## src/common/srx_pkg.sv

```systemverilog
// Shared constants and types for the string, repeat and add/subtract executor
`default_nettype none
package srx_pkg;
   typedef enum logic [3:0] {
      srx_op_none, srx_op_block_move, srx_op_block_compare, srx_op_compare_with_accumulator,
      srx_op_load_string, srx_op_store_string, srx_op_bit_field_insert,
      srx_op_add_with_carry_acc, srx_op_add_with_carry_mem, srx_op_subtract_acc,
      srx_op_subtract_with_borrow_acc
   } srx_op_t;
   typedef enum logic [1:0] {srx_rep_none, srx_rep_plain, srx_rep_while_equal, srx_rep_while_not_equal} srx_rep_t;
   localparam logic [2:0] INSERT_LEN_REG = 3'h3;
   localparam logic [2:0] INSERT_LEN_IMM = 3'h4;
   localparam logic [15:0] STEP_BYTE = 16'h0001;
   localparam logic [15:0] STEP_WORD = 16'h0002;
   localparam int FLAG_AUX = 0;
   localparam int FLAG_CARRY = 1;
   localparam int FLAG_OVER = 2;
   localparam int FLAG_PARITY = 3;
   localparam int FLAG_SIGN = 4;
   localparam int FLAG_ZERO = 5;
   localparam logic [5:0] FLAGS_RESET = 6'h00;
   localparam logic [15:0] REG_RESET = 16'h0000;
endpackage
`default_nettype wire

```

## src/core/srx_exec.sv

```systemverilog
// Executor for repeat prefixes, string primitives, bit-field insert and add/subtract with carry
`default_nettype none
module srx_exec (
   // Clock and reset
   input wire logic clock,
   input wire logic reset_n,
   // Instruction issue
   input wire logic start,
   input wire srx_pkg::srx_op_t op,
   input wire srx_pkg::srx_rep_t rep,
   input wire logic width_word,
   input wire logic direction,
   input wire logic insert_len_imm,
   input wire logic [15:0] immediate,
   input wire logic [15:0] reg_operand,
   // Architectural state loaded at issue
   input wire logic [15:0] count_init,
   input wire logic [15:0] source_index_init,
   input wire logic [15:0] destination_index_init,
   input wire logic [15:0] accumulator_init,
   input wire logic carry_init,
   // Interrupt handshake
   input wire logic irq_pending,
   input wire logic irq_done,
   // Memory port, single cycle read data
   input wire logic [15:0] mem_rdata,
   // Status
   output logic busy,
   output logic done,
   output logic irq_ack,
   output logic [2:0] insert_length,
   // Memory requests
   output logic mem_rd,
   output logic mem_wr,
   output logic [15:0] mem_addr,
   output logic [15:0] mem_wdata,
   output logic mem_word,
   // Architectural results
   output logic [15:0] count_register,
   output logic [15:0] source_index,
   output logic [15:0] destination_index,
   output logic [15:0] accumulator_word,
   output logic [5:0] flags
);
   typedef enum logic [2:0] {srx_idle, srx_rd_a, srx_rd_b, srx_wr, srx_next, srx_irq} srx_state_t;

   // Release is retimed so every register leaves reset on the same edge
   logic rst_meta_reg;
   logic rst_sync_reg;
   always_ff @(posedge clock or negedge reset_n) begin
      if (!reset_n) begin
         rst_meta_reg <= 1'b0;
         rst_sync_reg <= 1'b0;
      end else begin
         rst_meta_reg <= 1'b1;
         rst_sync_reg <= rst_meta_reg;
      end
   end

   // Add or subtract, byte or word, yielding result and the six flags
   function automatic logic [21:0] alu(input logic [15:0] a,
                                       input logic [15:0] b,
                                       input logic cin,
                                       input logic sub,
                                       input logic word);
      logic [16:0] sum;
      logic [15:0] bb;
      logic [15:0] r;
      logic [5:0] f;
      bb = sub ? ~b : b;
      sum = {1'b0, a} + {1'b0, bb} + {16'h0000, sub ^ cin};
      r = word ? sum[15:0] : {8'h00, sum[7:0]};
      f = 6'h00;
      f[srx_pkg::FLAG_AUX] = a[4] ^ b[4] ^ sum[4];
      if (word) begin
         f[srx_pkg::FLAG_CARRY] = sum[16] ^ sub;
         f[srx_pkg::FLAG_OVER] = (a[15] == bb[15]) && (sum[15] != a[15]);
         f[srx_pkg::FLAG_SIGN] = sum[15];
         f[srx_pkg::FLAG_ZERO] = (sum[15:0] == 16'h0000);
      end else begin
         f[srx_pkg::FLAG_CARRY] = (a[8] ^ bb[8] ^ sum[8]) ^ sub;
         f[srx_pkg::FLAG_OVER] = (a[7] == bb[7]) && (sum[7] != a[7]);
         f[srx_pkg::FLAG_SIGN] = sum[7];
         f[srx_pkg::FLAG_ZERO] = (sum[7:0] == 8'h00);
      end
      f[srx_pkg::FLAG_PARITY] = ~^sum[7:0];
      return {f, r};
   endfunction

   srx_state_t state_reg;
   srx_pkg::srx_op_t op_reg;
   srx_pkg::srx_rep_t rep_reg;
   logic word_reg;
   logic dir_reg;
   logic carry_reg;
   logic len_imm_reg;
   logic [15:0] imm_reg;
   logic [15:0] regop_reg;
   logic [15:0] tmp_reg;

   // Decode of the latched operation, shared by the sequencer and the selectors
   wire op_move = op_reg == srx_pkg::srx_op_block_move;
   wire op_bcmp = op_reg == srx_pkg::srx_op_block_compare;
   wire op_acmp = op_reg == srx_pkg::srx_op_compare_with_accumulator;
   wire op_load = op_reg == srx_pkg::srx_op_load_string;
   wire op_store = op_reg == srx_pkg::srx_op_store_string;
   wire op_insert = op_reg == srx_pkg::srx_op_bit_field_insert;
   wire op_adc_acc = op_reg == srx_pkg::srx_op_add_with_carry_acc;
   wire op_adc_mem = op_reg == srx_pkg::srx_op_add_with_carry_mem;
   wire op_sub_acc = op_reg == srx_pkg::srx_op_subtract_acc;
   wire rep_on = rep_reg != srx_pkg::srx_rep_none;
   wire rep_eq = rep_reg == srx_pkg::srx_rep_while_equal;
   wire rep_ne = rep_reg == srx_pkg::srx_rep_while_not_equal;
   wire is_string = op_move || op_bcmp || op_acmp || op_load || op_store;
   wire is_cmp = op_bcmp || op_acmp;
   wire uses_src = op_move || op_bcmp || op_load;
   wire uses_dst = !op_load;
   wire [15:0] step = word_reg ? srx_pkg::STEP_WORD : srx_pkg::STEP_BYTE;
   wire [15:0] src_next = dir_reg ? source_index - step : source_index + step;
   wire [15:0] dst_next = dir_reg ? destination_index - step : destination_index + step;
   wire [15:0] acc_sel = word_reg ? accumulator_word : {8'h00, accumulator_word[7:0]};
   wire [15:0] rd_sel = word_reg ? mem_rdata : {8'h00, mem_rdata[7:0]};
   wire [15:0] imm_sel = word_reg ? imm_reg : {8'h00, imm_reg[7:0]};
   wire [15:0] reg_sel = word_reg ? regop_reg : {8'h00, regop_reg[7:0]};
   // Every arithmetic path yields all six flags, so each form updates them alike
   wire [21:0] cmp_blk = alu(tmp_reg, rd_sel, 1'b0, 1'b1, word_reg);
   wire [21:0] cmp_acc = alu(acc_sel, rd_sel, 1'b0, 1'b1, word_reg);
   wire [21:0] adc_acc = alu(acc_sel, imm_sel, carry_reg, 1'b0, word_reg);
   wire [21:0] adc_mem = alu(rd_sel, reg_sel, carry_reg, 1'b0, word_reg);
   wire [21:0] sub_acc = alu(acc_sel, imm_sel, 1'b0, 1'b1, word_reg);
   wire [21:0] sbb_acc = alu(acc_sel, imm_sel, carry_reg, 1'b1, word_reg);
   wire [15:0] acc_merge_imm = op_adc_acc ? adc_acc[15:0] :
                               op_sub_acc ? sub_acc[15:0] :
                               sbb_acc[15:0];
   wire [5:0] flags_imm = op_adc_acc ? adc_acc[21:16] :
                          op_sub_acc ? sub_acc[21:16] :
                          sbb_acc[21:16];
   wire [15:0] acc_written = word_reg ? acc_merge_imm : {accumulator_word[15:8], acc_merge_imm[7:0]};
   wire [15:0] acc_loaded = word_reg ? mem_rdata : {accumulator_word[15:8], mem_rdata[7:0]};
   wire [15:0] cnt_dec = count_register - 16'h0001;
   wire zero_now = flags[srx_pkg::FLAG_ZERO];
   wire cmp_exit = is_cmp && ((rep_eq && !zero_now) ||
                              (rep_ne && zero_now));
   wire count_zero = (count_register == 16'h0000);
   // Loop ends on a zero count, a failed compare, or a plain instruction
   wire loop_end = !rep_on || count_zero || cmp_exit;
   wire skip_all = is_string && rep_on && count_zero;
   wire first_rd_src = uses_src;
   wire need_read = !op_store && !op_insert;
   wire start_read = need_read && (is_string || op_adc_mem);

   always_ff @(posedge clock or negedge rst_sync_reg) begin
      if (!rst_sync_reg) begin
         state_reg <= srx_idle;
         op_reg <= srx_pkg::srx_op_none;
         rep_reg <= srx_pkg::srx_rep_none;
         word_reg <= 1'b0;
         dir_reg <= 1'b0;
         carry_reg <= 1'b0;
         len_imm_reg <= 1'b0;
         imm_reg <= srx_pkg::REG_RESET;
         regop_reg <= srx_pkg::REG_RESET;
         tmp_reg <= srx_pkg::REG_RESET;
         busy <= 1'b0;
         done <= 1'b0;
         irq_ack <= 1'b0;
         mem_rd <= 1'b0;
         mem_wr <= 1'b0;
         mem_word <= 1'b0;
         insert_length <= 3'h0;
         mem_addr <= srx_pkg::REG_RESET;
         mem_wdata <= srx_pkg::REG_RESET;
         count_register <= srx_pkg::REG_RESET;
         source_index <= srx_pkg::REG_RESET;
         destination_index <= srx_pkg::REG_RESET;
         accumulator_word <= srx_pkg::REG_RESET;
         flags <= srx_pkg::FLAGS_RESET;
      end else begin
         done <= 1'b0;
         mem_rd <= 1'b0;
         mem_wr <= 1'b0;
         unique case (state_reg)
            // Operands are latched so the issuer may change them at once
            srx_idle: if (start) begin
               op_reg <= op;
               rep_reg <= rep;
               word_reg <= width_word;
               dir_reg <= direction;
               len_imm_reg <= insert_len_imm;
               carry_reg <= carry_init;
               imm_reg <= immediate;
               regop_reg <= reg_operand;
               count_register <= count_init;
               source_index <= source_index_init;
               destination_index <= destination_index_init;
               accumulator_word <= accumulator_init;
               flags[srx_pkg::FLAG_CARRY] <= carry_init;
               flags[srx_pkg::FLAG_ZERO] <= 1'b0;
               mem_word <= width_word;
               busy <= 1'b1;
               state_reg <= srx_next;
            end
            srx_next: begin
               // Test the loop before each element so a zero count runs nothing
               if (skip_all) begin
                  busy <= 1'b0;
                  done <= 1'b1;
                  state_reg <= srx_idle;
               end else if (op_insert) begin
                  insert_length <= len_imm_reg ? srx_pkg::INSERT_LEN_IMM : srx_pkg::INSERT_LEN_REG;
                  mem_addr <= destination_index;
                  mem_wdata <= accumulator_word;
                  mem_word <= 1'b1;
                  mem_wr <= 1'b1;
                  state_reg <= srx_wr;
               end else if (op_store) begin
                  mem_addr <= destination_index;
                  mem_wdata <= acc_sel;
                  mem_wr <= 1'b1;
                  state_reg <= srx_wr;
               end else if (start_read) begin
                  mem_addr <= first_rd_src ? source_index : destination_index;
                  mem_rd <= 1'b1;
                  state_reg <= srx_rd_a;
               end else begin
                  accumulator_word <= acc_written;
                  flags <= flags_imm;
                  state_reg <= srx_wr;
               end
            end
            // Read data stands in the same cycle as mem_rd, which is high in this state
            srx_rd_a: begin
               tmp_reg <= rd_sel;
               unique case (op_reg)
                  srx_pkg::srx_op_block_move: begin
                     mem_addr <= destination_index;
                     mem_wdata <= rd_sel;
                     mem_wr <= 1'b1;
                     state_reg <= srx_wr;
                  end
                  srx_pkg::srx_op_block_compare: begin
                     mem_addr <= destination_index;
                     mem_rd <= 1'b1;
                     state_reg <= srx_rd_b;
                  end
                  srx_pkg::srx_op_compare_with_accumulator: begin
                     flags <= cmp_acc[21:16];
                     state_reg <= srx_wr;
                  end
                  srx_pkg::srx_op_load_string: begin
                     accumulator_word <= acc_loaded;
                     state_reg <= srx_wr;
                  end
                  srx_pkg::srx_op_add_with_carry_mem: begin
                     mem_wdata <= adc_mem[15:0];
                     flags <= adc_mem[21:16];
                     mem_wr <= 1'b1;
                     state_reg <= srx_wr;
                  end
                  // Unreachable codes still lead the sequencer back to idle
                  default: state_reg <= srx_wr;
               endcase
            end
            srx_rd_b: begin
               flags <= cmp_blk[21:16];
               state_reg <= srx_wr;
            end
            srx_wr: begin
               // Indexes step after every element, repeated or not
               if (is_string && uses_src) begin
                  source_index <= src_next;
               end
               if (is_string && uses_dst) begin
                  destination_index <= dst_next;
               end
               if (is_string && rep_on) begin
                  count_register <= cnt_dec;
                  state_reg <= srx_irq;
               end else begin
                  busy <= 1'b0;
                  done <= 1'b1;
                  state_reg <= srx_idle;
               end
            end
            srx_irq: begin
               // Loop test sees the decremented count and fresh flags
               if (loop_end) begin
                  busy <= 1'b0;
                  done <= 1'b1;
                  state_reg <= srx_idle;
               end else if (irq_pending && !irq_ack) begin
                  irq_ack <= 1'b1;
               end else if (irq_ack) begin
                  // No element runs until the service hands back
                  if (irq_done) begin
                     irq_ack <= 1'b0;
                     state_reg <= srx_next;
                  end
               end else begin
                  state_reg <= srx_next;
               end
            end
            default: state_reg <= srx_idle;
         endcase
      end
   end
endmodule
`default_nettype wire

```

## config.mk

```make
export PLATFORM = sky130hd
export DESIGN_NAME = srx_exec
export DESIGN_NICKNAME = d
export VERILOG_FILES = /design/src/common/srx_pkg.sv /design/src/core/srx_exec.sv
export SDC_FILE = /design/constraint.sdc
export NUM_CORES = 1
export LEC_CHECK = 0
export ABC_AREA = 1
export BUFFER_PORTS_ARGS = -buffer_cell sky130_fd_sc_hd__buf_2
export CAP_MARGIN = 0
export CORE_MARGIN = 2
export CORE_UTILIZATION = 45
export CTS_CLUSTER_DIAMETER = 50
export DETAILED_ROUTE_END_ITERATION = 8
export PLACE_DENSITY_LB_ADDON = 0.3
export SYNTH_ARGS = -nofsm -noshare
export SYNTH_HDL_FRONTEND = slang
export SYNTH_SLANG_ARGS = --single-unit
```

## constraint.sdc

```tcl
create_clock -name clock -period 5.8 [get_ports clock]
set_input_delay 1.45 -clock clock [delete_from_list [all_inputs] [get_ports clock]]
set_output_delay 1.45 -clock clock [all_outputs]
set_load 0.01 [all_outputs]
```

==> impl_metrics.toml, run 1 <==
[hold_path]
hold_class = "flip-flop to flip-flop"

[run]
drv_cap = 0

[route]
remaining_drc_errors = 0
first_pass_iters = 5
ant_nets = 0
wl_met3_um = 4269
via_count = 16190
wl_per_cell_um = 18.28
wl_um = 53860
wl_met2_um = 24220
drt_iter0_markers = 1408
wl_met1_um = 23850
vias_per_cell = 5.494
dr.max_layer_used = "met5"

[die]
die_w_um = 191.8
die_h_um = 191.8
core_area_um2 = 34630
die_area_um2 = 36800
core.rowCount = 68
io_pins = 238
start_util_pct = 45.84

[clocking]
cts_sinks = 173
clock_path_buffers = 2
cts.clk_slew.worst_paths_ns = 0.08
cts_tree = "done"
cts_htree_levels = 4
post_cts_buffers = 0
cts_hold_buf = 0
cts_buffers = 17
cts_resized = 0
insertion_delay_ns = 0.47
root_buffer = "clkbuf_16"

[placement]
pre_cts_ws_ns = 1.447
dp_hpwl_um = 42340
gp_congestion = 0.9665
numPortBuffers = 237
dp.cells = 2911

[grt]
antenna_found_initial = 7
overflow = 0
grt_max_degree = 172
grt_usage_pct = 29.57
grt_pass1_wl_um = 84260
grt_pass1_vias = 15330

[cells_and_area]
nets = 2747
utilization_pct = 52.31
drive_above_1_share_pct = 16.28
fillCellCount = 3438
final_cells = 2947
area_delta_synth_final_pct = 14.11

[synth]
ys_types = 64
async_flop_share_pct = 100.0
synthCells = 2268
synth_edf_count = 0
synthFlopType = "dfrtp_1"
postSynthNetCount = 2540
syn_area_um2 = 15880
ys_seq_area_share_pct = 27.27
syn-mean-instance-area_um2 = 7.000
synth_seq_cells = 173
yosysWarningCount = 0

[timing]
maxSlewHeadroom_pct = 25.72
slew_violations = 0
rsz0062_at_grt = "false"
max_freq_ghz = 0.2499
finalCritPeriodShare_pct = 69.01
setup_violations = 0
worst_slew_pin_slew_ns = 1.111
fin_worst_skew_ns = 0.01436
tns_ns = 0
fin_crit_ns = 4.002
final_hold_viol_count = 0
fin_ws_ns = 1.798

[setup_path]
crit_path_end_kind = "flip-flop"
crit_type = "flip-flop to flip-flop"
cp.required_ns = 6.17
crit_arrival_ns = 4.37
cp_max_fo = 5
cp-start-kind = "flip-flop"

[status]
status = "complete, no violations"
[synthesized netlist by cell type, types with 8 or more instances]
master	instances	share of area [%]
o221ai_1	11	0.61
o21ai_0	149	4.7
inv_1	303	7.2
buf_2	14	0.44
nand2_2	17	0.67
ha_1	136	11
or2_2	8	0.32
a21o_1	9	0.43
o211ai_1	15	0.71
mux2_2	46	3.3
nand4_1	24	0.95
nand3_1	117	3.7
buf_1	10	0.24
fa_1	9	1.1
clkbuf_1	35	0.83
nor2_2	10	0.39
a31oi_1	15	0.59
o21ai_1	12	0.38
dfrtp_1	173	27
xnor2_1	36	2.0
a21oi_1	151	4.8
nor2_1	183	4.3
nor3_1	28	0.88
nand2_1	556	13
xor2_1	64	3.5
o22ai_1	22	0.87
[worst max-delay path: stages (launching register included)]
cell       delay (ns)
dfrtp_1          0.49
ha_1             0.30
fa_1             0.47
nand3_1          0.13
nand3_2          0.15
xor2_2           0.22
nor2_2           0.15
nand2_1          0.11
nor3_2           0.36
xor2_1           0.24
ha_1             0.29
xnor2_1          0.18
xnor2_1          0.10
nand2_1          0.06
o21ai_0          0.10
nand2_1          0.08
o21ai_0          0.09
nand2_1          0.13
o2111ai_1        0.11
nand2_1          0.08
nand2_1          0.05
[through the flow]
step                area (um2)  hold WS, ns
finish                   18110       0.3733
global route             18110       0.3919
CTS                      18100       0.3776
detailed placement       17490       0.3583
global placement         17490       0.3356
floorplan                15880       0.3312
[path summary, 6_finish.rpt]
check	cells after the start	from	end	slack [ns]
setup / recovery	20	accumulator_word[0]$_DFFE_PN0P_	flags[3]$_DFFE_PN0P_	1.80
hold / removal	0	rst_meta_reg$_DFF_PN0_	rst_sync_reg$_DFF_PN0_	0.37
max in group asynchronous	1	rst_sync_reg$_DFF_PN0_	regop_reg[14]$_DFFE_PN0P_	4.48
hold reg to reg	0	rst_meta_reg$_DFF_PN0_	rst_sync_reg$_DFF_PN0_	0.37
setup reg to reg	20	accumulator_word[0]$_DFFE_PN0P_	flags[3]$_DFFE_PN0P_	1.80
min in group asynchronous	1	rst_sync_reg$_DFF_PN0_	imm_reg[3]$_DFFE_PN0P_	0.42
[kinds of logic (layout without fill, tap and decap cells)]
family / Yosys count / count (layout) / synth area share [%]
buffers and inverters: 380 / 600 / 9.355
other: 1 / 5 / 0.02362
AO/OA/AOI/OAI: 452 / 452 / 16.57
XOR/XNOR: 102 / 102 / 5.722
AND/OR/NAND/NOR: 969 / 969 / 25.94
multiplexers: 46 / 46 / 3.263
flip-flops: 173 / 173 / 27.27
adder cells (fa/ha/maj): 145 / 145 / 11.85
[layout make-up]
class | count | area (um2) | area share, %
antenna | 4 | 10.01 | 0.05526
clock buffer | 17 | 425.4 | 2.348
clock inverter | 15 | 192.7 | 1.064
inverter | 313 | 1175 | 6.486
multi-input combinational | 1715 | 10070 | 55.62
sequential | 173 | 4334 | 23.93
tap | 455 | 569.3 | 3.143
timing repair buffer | 255 | 1334 | 7.363
[routing by layer]
layer	vias up	global-route usage [%]
met5	-	0
met4	8	9.763
met3	81	5.792
met2	605	47.32
met1	7584	39.96
li1	7913	-
[placed cells by master, fill, tap and decap left out, types with 27 or more instances in the layout]
cell type,count
nand3_1,117
xnor2_1,36
dfrtp_1,171
mux2_2,46
inv_1,303
o21ai_0,149
ha_1,136
nor2_1,183
nand2_1,555
a21oi_1,151
buf_2,237
xor2_1,64
nor3_1,27
Power of run 1 is left out: the tool's default activity adds up to more than one toggle a clock period on the data nets, which glitch-free logic cannot reach.
==> run 2, diff against run 1 <==
--- a/config.mk
+++ b/config.mk
@@ -5,7 +5,7 @@
 export SDC_FILE = /design/constraint.sdc
 export NUM_CORES = 1
 export LEC_CHECK = 0
-export ABC_AREA = 1
+export ABC_AREA = 0
 export BUFFER_PORTS_ARGS = -buffer_cell sky130_fd_sc_hd__buf_2
 export CAP_MARGIN = 0
 export CORE_MARGIN = 2
==> constraint.sdc (replaced) <==
create_clock -name clock -period 3.8 [get_ports clock]
set_input_delay 0.95 -clock clock [delete_from_list [all_inputs] [get_ports clock]]
set_output_delay 0.95 -clock clock [all_outputs]
set_load 0.01 [all_outputs]
==> run 2 against run 1 <==
Area after synthesis decreased by 0.32%; hold slack worse by 0.11 ns; sequential share of layout area fell by 2.0 points; non-clock buffer count grew 184; core utilization rose by 4.7 points; final cell count decreased by 5.9%; global-route usage is 0.24 points higher; first-iteration DRC count fell by 14%; count of clock-buffer cells in the layout is 1 higher; synthesized cell count is 15% lower; sequential cell count unchanged.
==> impl_metrics.toml, run 2 <==
[status]
status = "complete, no violations"

[timing]
max_freq_ghz = 0.2703
slew_violations = 0
setup_violations = 0
fin_worst_skew_ns = 0.01810
maxSlewHeadroom_pct = 46.39
worst_slew_pin_slew_ns = 0.7839
fin_crit_ns = 3.700
final_hold_viol_count = 0
finalCritPeriodShare_pct = 97.37

[route]
remaining_drc_errors = 0
via_count = 16130
wl_um = 54580
vias_per_cell = 5.816
ant_nets = 0
first_pass_iters = 7
wl_per_cell_um = 19.68
drt_iter0_markers = 1212

[cells_and_area]
layout_commonest_cell = "buf_2"
nets = 2576
layout_common_cells = "buf_2 (237), nand2_1 (197), buf_4 (197)"
fillCellCount = 3225
area_delta_synth_final_pct = 24.79
drive_above_1_share_pct = 27.06
final_cells = 2773

[placement]
numPortBuffers = 237
dp.cells = 2727
dp_hpwl_um = 42790
gp_congestion = 0.9654

[setup_path]
r2r_cells = 14
cp-start-kind = "flip-flop"
cp_max_fo = 5
crit_type = "flip-flop to flip-flop"
r2r_start = "accumulator_word[0]$_DFFE_PN0P_"
crit_arrival_ns = 4.08
crit_path_end_kind = "flip-flop"
cp.required_ns = 4.18
cp-startpoint = "accumulator_word[0]$_DFFE_PN0P_"
reg2reg_slack_ns = 0.10
worstReg2RegEnd = "flags[5]$_DFFE_PN0P_"

[grt]
grt_pass1_vias = 15620
grt_pass1_wl_um = 84990
grt_usage_pct = 29.81
overflow = 0
grt_max_degree = 57
antenna_found_initial = 4

[die]
die_area_um2 = 36680
core.rowCount = 68
io_pins = 238
start_util_pct = 45.70
die_w_um = 191.5
die_h_um = 191.5
core_area_um2 = 34630

[synth]
syn-mean-instance-area_um2 = 8.170
ys_types = 103
ys_seq_area_share_pct = 27.36
synthCells = 1937
syn_area_um2 = 15830
synthFlopType = "dfrtp_1"
yosysMostFrequentCell = "nand2_1"
synth_top_area_cell = "dfrtp_1"
postSynthNetCount = 2209
synth_top_area_share_pct = 27.36
synth_seq_cells = 173
synth_edf_count = 0
yosysWarningCount = 0
async_flop_share_pct = 100.0
ys_top_cells_by_area = "dfrtp_1 (27%), ha_1 (11%), o21ai_0 (5.6%)"
synth_common_cells = "nand2_1 (201), o21ai_0 (176), dfrtp_1 (173)"

[clocking]
cts_tree = "done"
cts_buffers = 17
cts_hold_buf = 0
insertion_delay_ns = 0.46
root_buffer = "clkbuf_16"
clock_path_buffers = 2
cts_sinks = 173
cts_htree_levels = 4
cts.clk_slew.worst_paths_ns = 0.08

[hold_path]
hold_class = "input port to asynchronous set/reset pin"

[run]
drv_cap = 0
==> run 2: repair_timing <==
action | CTS | global route
cloned | 0 | 0
gates resized for setup | 5 | 76
setup buffers | 4 | 9
pin swaps | 5 | 35
setup endpoints to repair | 3 | 13
==> run 2: final cells by class <==
type	count	area, um2	area share [%]
antenna	1	2.502	0.01267
clock buffer	18	439.2	2.224
clock inverter	14	177.7	0.8997
inverter	101	382.9	1.939
multi-input combinational	1572	11080	56.12
sequential	173	4338	21.97
tap	455	569.3	2.883
timing repair buffer	439	2756	13.96
==> run 2: how the worst max path moves through the flow <==
stage	slack [ns]	depth (start not counted)	to
CTS	0.01	17	flags[5]$_DFFE_PN0P_
detailed placement	-0.56	17	flags[5]$_DFFE_PN0P_
finish	0.10	14	flags[5]$_DFFE_PN0P_
global route	-0.04	18	flags[5]$_DFFE_PN0P_
global placement	-0.43	17	flags[5]$_DFFE_PN0P_
floorplan	0.004	16	flags[5]$_DFFE_PN0P_
==> run 2: cells by family (layout without fill, tap and decap cells) <==
family,count (synthesis),in the layout,synth area share (%)
simple gates,634,634,18.79
compound gates,602,602,25.20
buf+inv,192,572,5.368
flops,173,173,27.36
fa+ha+maj,145,145,11.89
xor+xnor,128,128,7.203
mux,62,62,4.167
other cells,1,2,0.02370
==> run 2: per-layer routing <==
metal	vias to the layer above	track usage [%]	wire (um)
met1	7689	37.45	22840
met2	582	48.43	24960
met5	-	0	27
met4	4	12.90	2448
met3	109	7.435	4310
li1	7745	-	-
==> run 2: critical path, cell delays in order (launching register included) <==
cell,delay [ns]
dfrtp_2,0.48
ha_4,0.19
fa_2,0.39
a21oi_4,0.29
o21ba_4,0.22
xnor2_1,0.18
nand4_1,0.23
buf_4,0.21
nor3_1,0.24
xor2_1,0.23
o211ai_1,0.19
a2111oi_4,0.37
o21ai_2,0.10
buf_4,0.15
a31oi_1,0.16
==> run 2: per-stage QoR <==
stage	setup TNS (ns)	area [um2]	setup slack [ns]	utilization, %	hold WS (ns)
floorplan	0	15840	0.004006	-	0.3311
detailed placement	-1.637	18630	-0.5591	53.81	0.3411
global route	-0.03775	19750	-0.03775	57.02	0.2421
finish	0	19750	0.1001	57.03	0.2610
CTS	0	19300	0.01376	55.73	0.2405
global placement	-0.9505	18630	-0.4318	53.81	0.3383
Power of run 2 is left out for the same reason.
==> run 3, diff against run 2 <==
--- a/config.mk
+++ b/config.mk
@@ -13,6 +13,7 @@
 export CTS_CLUSTER_DIAMETER = 50
 export DETAILED_ROUTE_END_ITERATION = 8
 export PLACE_DENSITY_LB_ADDON = 0.3
+export SETUP_SLACK_MARGIN = 0.5
 export SYNTH_ARGS = -nofsm -noshare
 export SYNTH_HDL_FRONTEND = slang
 export SYNTH_SLANG_ARGS = --single-unit
==> run 3 against run 2 <==
Via count grew 0.25%; sequential share of layout area shrank 0.83 points; highest routed layer unchanged; first-iteration DRC count shrank 2.5%; largest cell class unchanged; hold slack is essentially flat; clock skew shrank 0.0052 ns; setup slack gained 0.017 ns; sequential cell count is the same; core utilization grew 2.3 points.
==> impl_metrics.toml, run 3 (same netlist as run 2, synthesis figures left out) <==
[status]
status = "complete, no violations"

[placement]
gp_congestion = 0.9525
dp_hpwl_um = 42260
pre_cts_ws_ns = -0.4784
placed_area_um2 = 18500
numPortBuffers = 237

[timing]
max_freq_ghz = 0.2715
setup_violations = 0
finalCritPeriodShare_pct = 96.92
rsz0062_at_grt = "true"
fin_worst_skew_ns = 0.01293
maxSlewHeadroom_pct = 43.58
worst_slew_pin_slew_ns = 0.8463
fin_ws_ns = 0.1170
slew_violations = 0
final_hold_viol_count = 0
fin_crit_ns = 3.683

[cells_and_area]
fillCellCount = 3076
nets = 2583
area_delta_synth_final_pct = 29.74
layout_commonest_cell = "buf_2"
postLayoutCellArea_um2 = 20530
layout_common_cells = "buf_2 (235), nand2_1 (196), buf_4 (190)"
n_antenna_cell = 0
drive_above_1_share_pct = 30.77

[route]
wl_per_cell_um = 19.96
drt_iter0_markers = 1182
wl_um = 55470
via_count = 16170
first_pass_iters = 5
ant_nets = 0
remaining_drc_errors = 0
vias_per_cell = 5.819

[grt]
grt_pass1_vias = 15570
overflow = 0
antenna_found_initial = 4
grt_usage_pct = 30.19
grt_pass1_wl_um = 86020
grt_max_degree = 60

[die]
start_util_pct = 45.70
core_area_um2 = 34630
die_h_um = 191.5
core.rowCount = 68
die_w_um = 191.5
io_pins = 238
die_area_um2 = 36680

[setup_path]
crit_arrival_ns = 4.07
cp.required_ns = 4.19
crit_path_end_kind = "flip-flop"
cp-start-kind = "input port"
cp_max_fo = 5
crit_type = "input port to flip-flop"

[clocking]
cts_sinks = 173
cts_buffers = 17
cts.clk_slew.worst_paths_ns = 0.08
cts_hold_buf = 0
cts_htree_levels = 4
insertion_delay_ns = 0.46
root_buffer = "clkbuf_16"
clock_path_buffers = 2
cts_tree = "done"

[hold_path]
hold_class = "input port to asynchronous set/reset pin"

[run]
drv_cap = 0
-- run 3: cell type report --
class | instances | area, um2 | area share, %
Timing Repair Buffer | 445 | 2888 | 14.06
Clock inverter | 13 | 152.6 | 0.7434
Inverter | 101 | 392.9 | 1.913
Sequential cell | 173 | 4340 | 21.14
Multi-Input combinational cell | 1573 | 11750 | 57.21
Tap cell | 455 | 569.3 | 2.773
Clock buffer | 19 | 442.9 | 2.157
-- run 3: worst paths after layout --
check,endpoint,from,slack (ns),cells past startpoint
setup reg to reg,flags[5]$_DFFE_PN0P_,accumulator_word[0]$_DFFE_PN0P_,0.18,13
min in group clock,rst_sync_reg$_DFF_PN0_,rst_meta_reg$_DFF_PN0_,0.36,0
hold / removal,rst_meta_reg$_DFF_PN0_,reset_n,0.26,1
hold reg to reg,rst_sync_reg$_DFF_PN0_,rst_meta_reg$_DFF_PN0_,0.36,0
max in group asynchronous,regop_reg[10]$_DFFE_PN0P_,rst_sync_reg$_DFF_PN0_,2.34,1
setup / recovery,flags[5]$_DFFE_PN0P_,mem_rdata[1],0.12,17
-- run 3: metal layers --
metal	vias to the layer above	global-route usage, %	wire [um]
met5	-	0	53
met4	8	11.36	1831
met3	101	6.646	3906
met2	556	50.44	26440
met1	7733	38.00	23250
li1	7772	-	-
-- run 3: worst max-delay path: stages --
cell and delay, ns:
buf_8 0.08, clkinvlp_4 0.17, ha_4 0.26, nor2b_4 0.12, o31a_1 0.27, o21ai_2 0.19
a21o_1 0.21, xor2_2 0.18, ha_2 0.19, nand4_1 0.12, nor4_2 0.29, o2111ai_1 0.16
nor4_2 0.19, o2111a_1 0.24, a21oi_2 0.04, o221a_2 0.29, a31oi_1 0.13
-- run 3: per-stage QoR --
stage                     hold slack, ns  cells  utilization, %  setup TNS, ns
after detailed placement          0.3405   2695           53.42        -0.7793
after CTS                         0.2356   2753           56.95              0
after floorplan                   0.3311   1937               -              0
final                             0.2610   2779           59.29              0
after global routing              0.2413   2779           59.29       -0.09682
after global placement            0.3384   2695           53.42        -0.4098
-- run 3: what timing repair did --
item / in CTS / in global routing
resized for setup: 80 / 127
setup endpoints to repair: 35 / 40
setup buffers: 25 / 26
cloned: 1 / 0
pin swaps: 48 / 88
Power of run 3 is left out for the same reason.
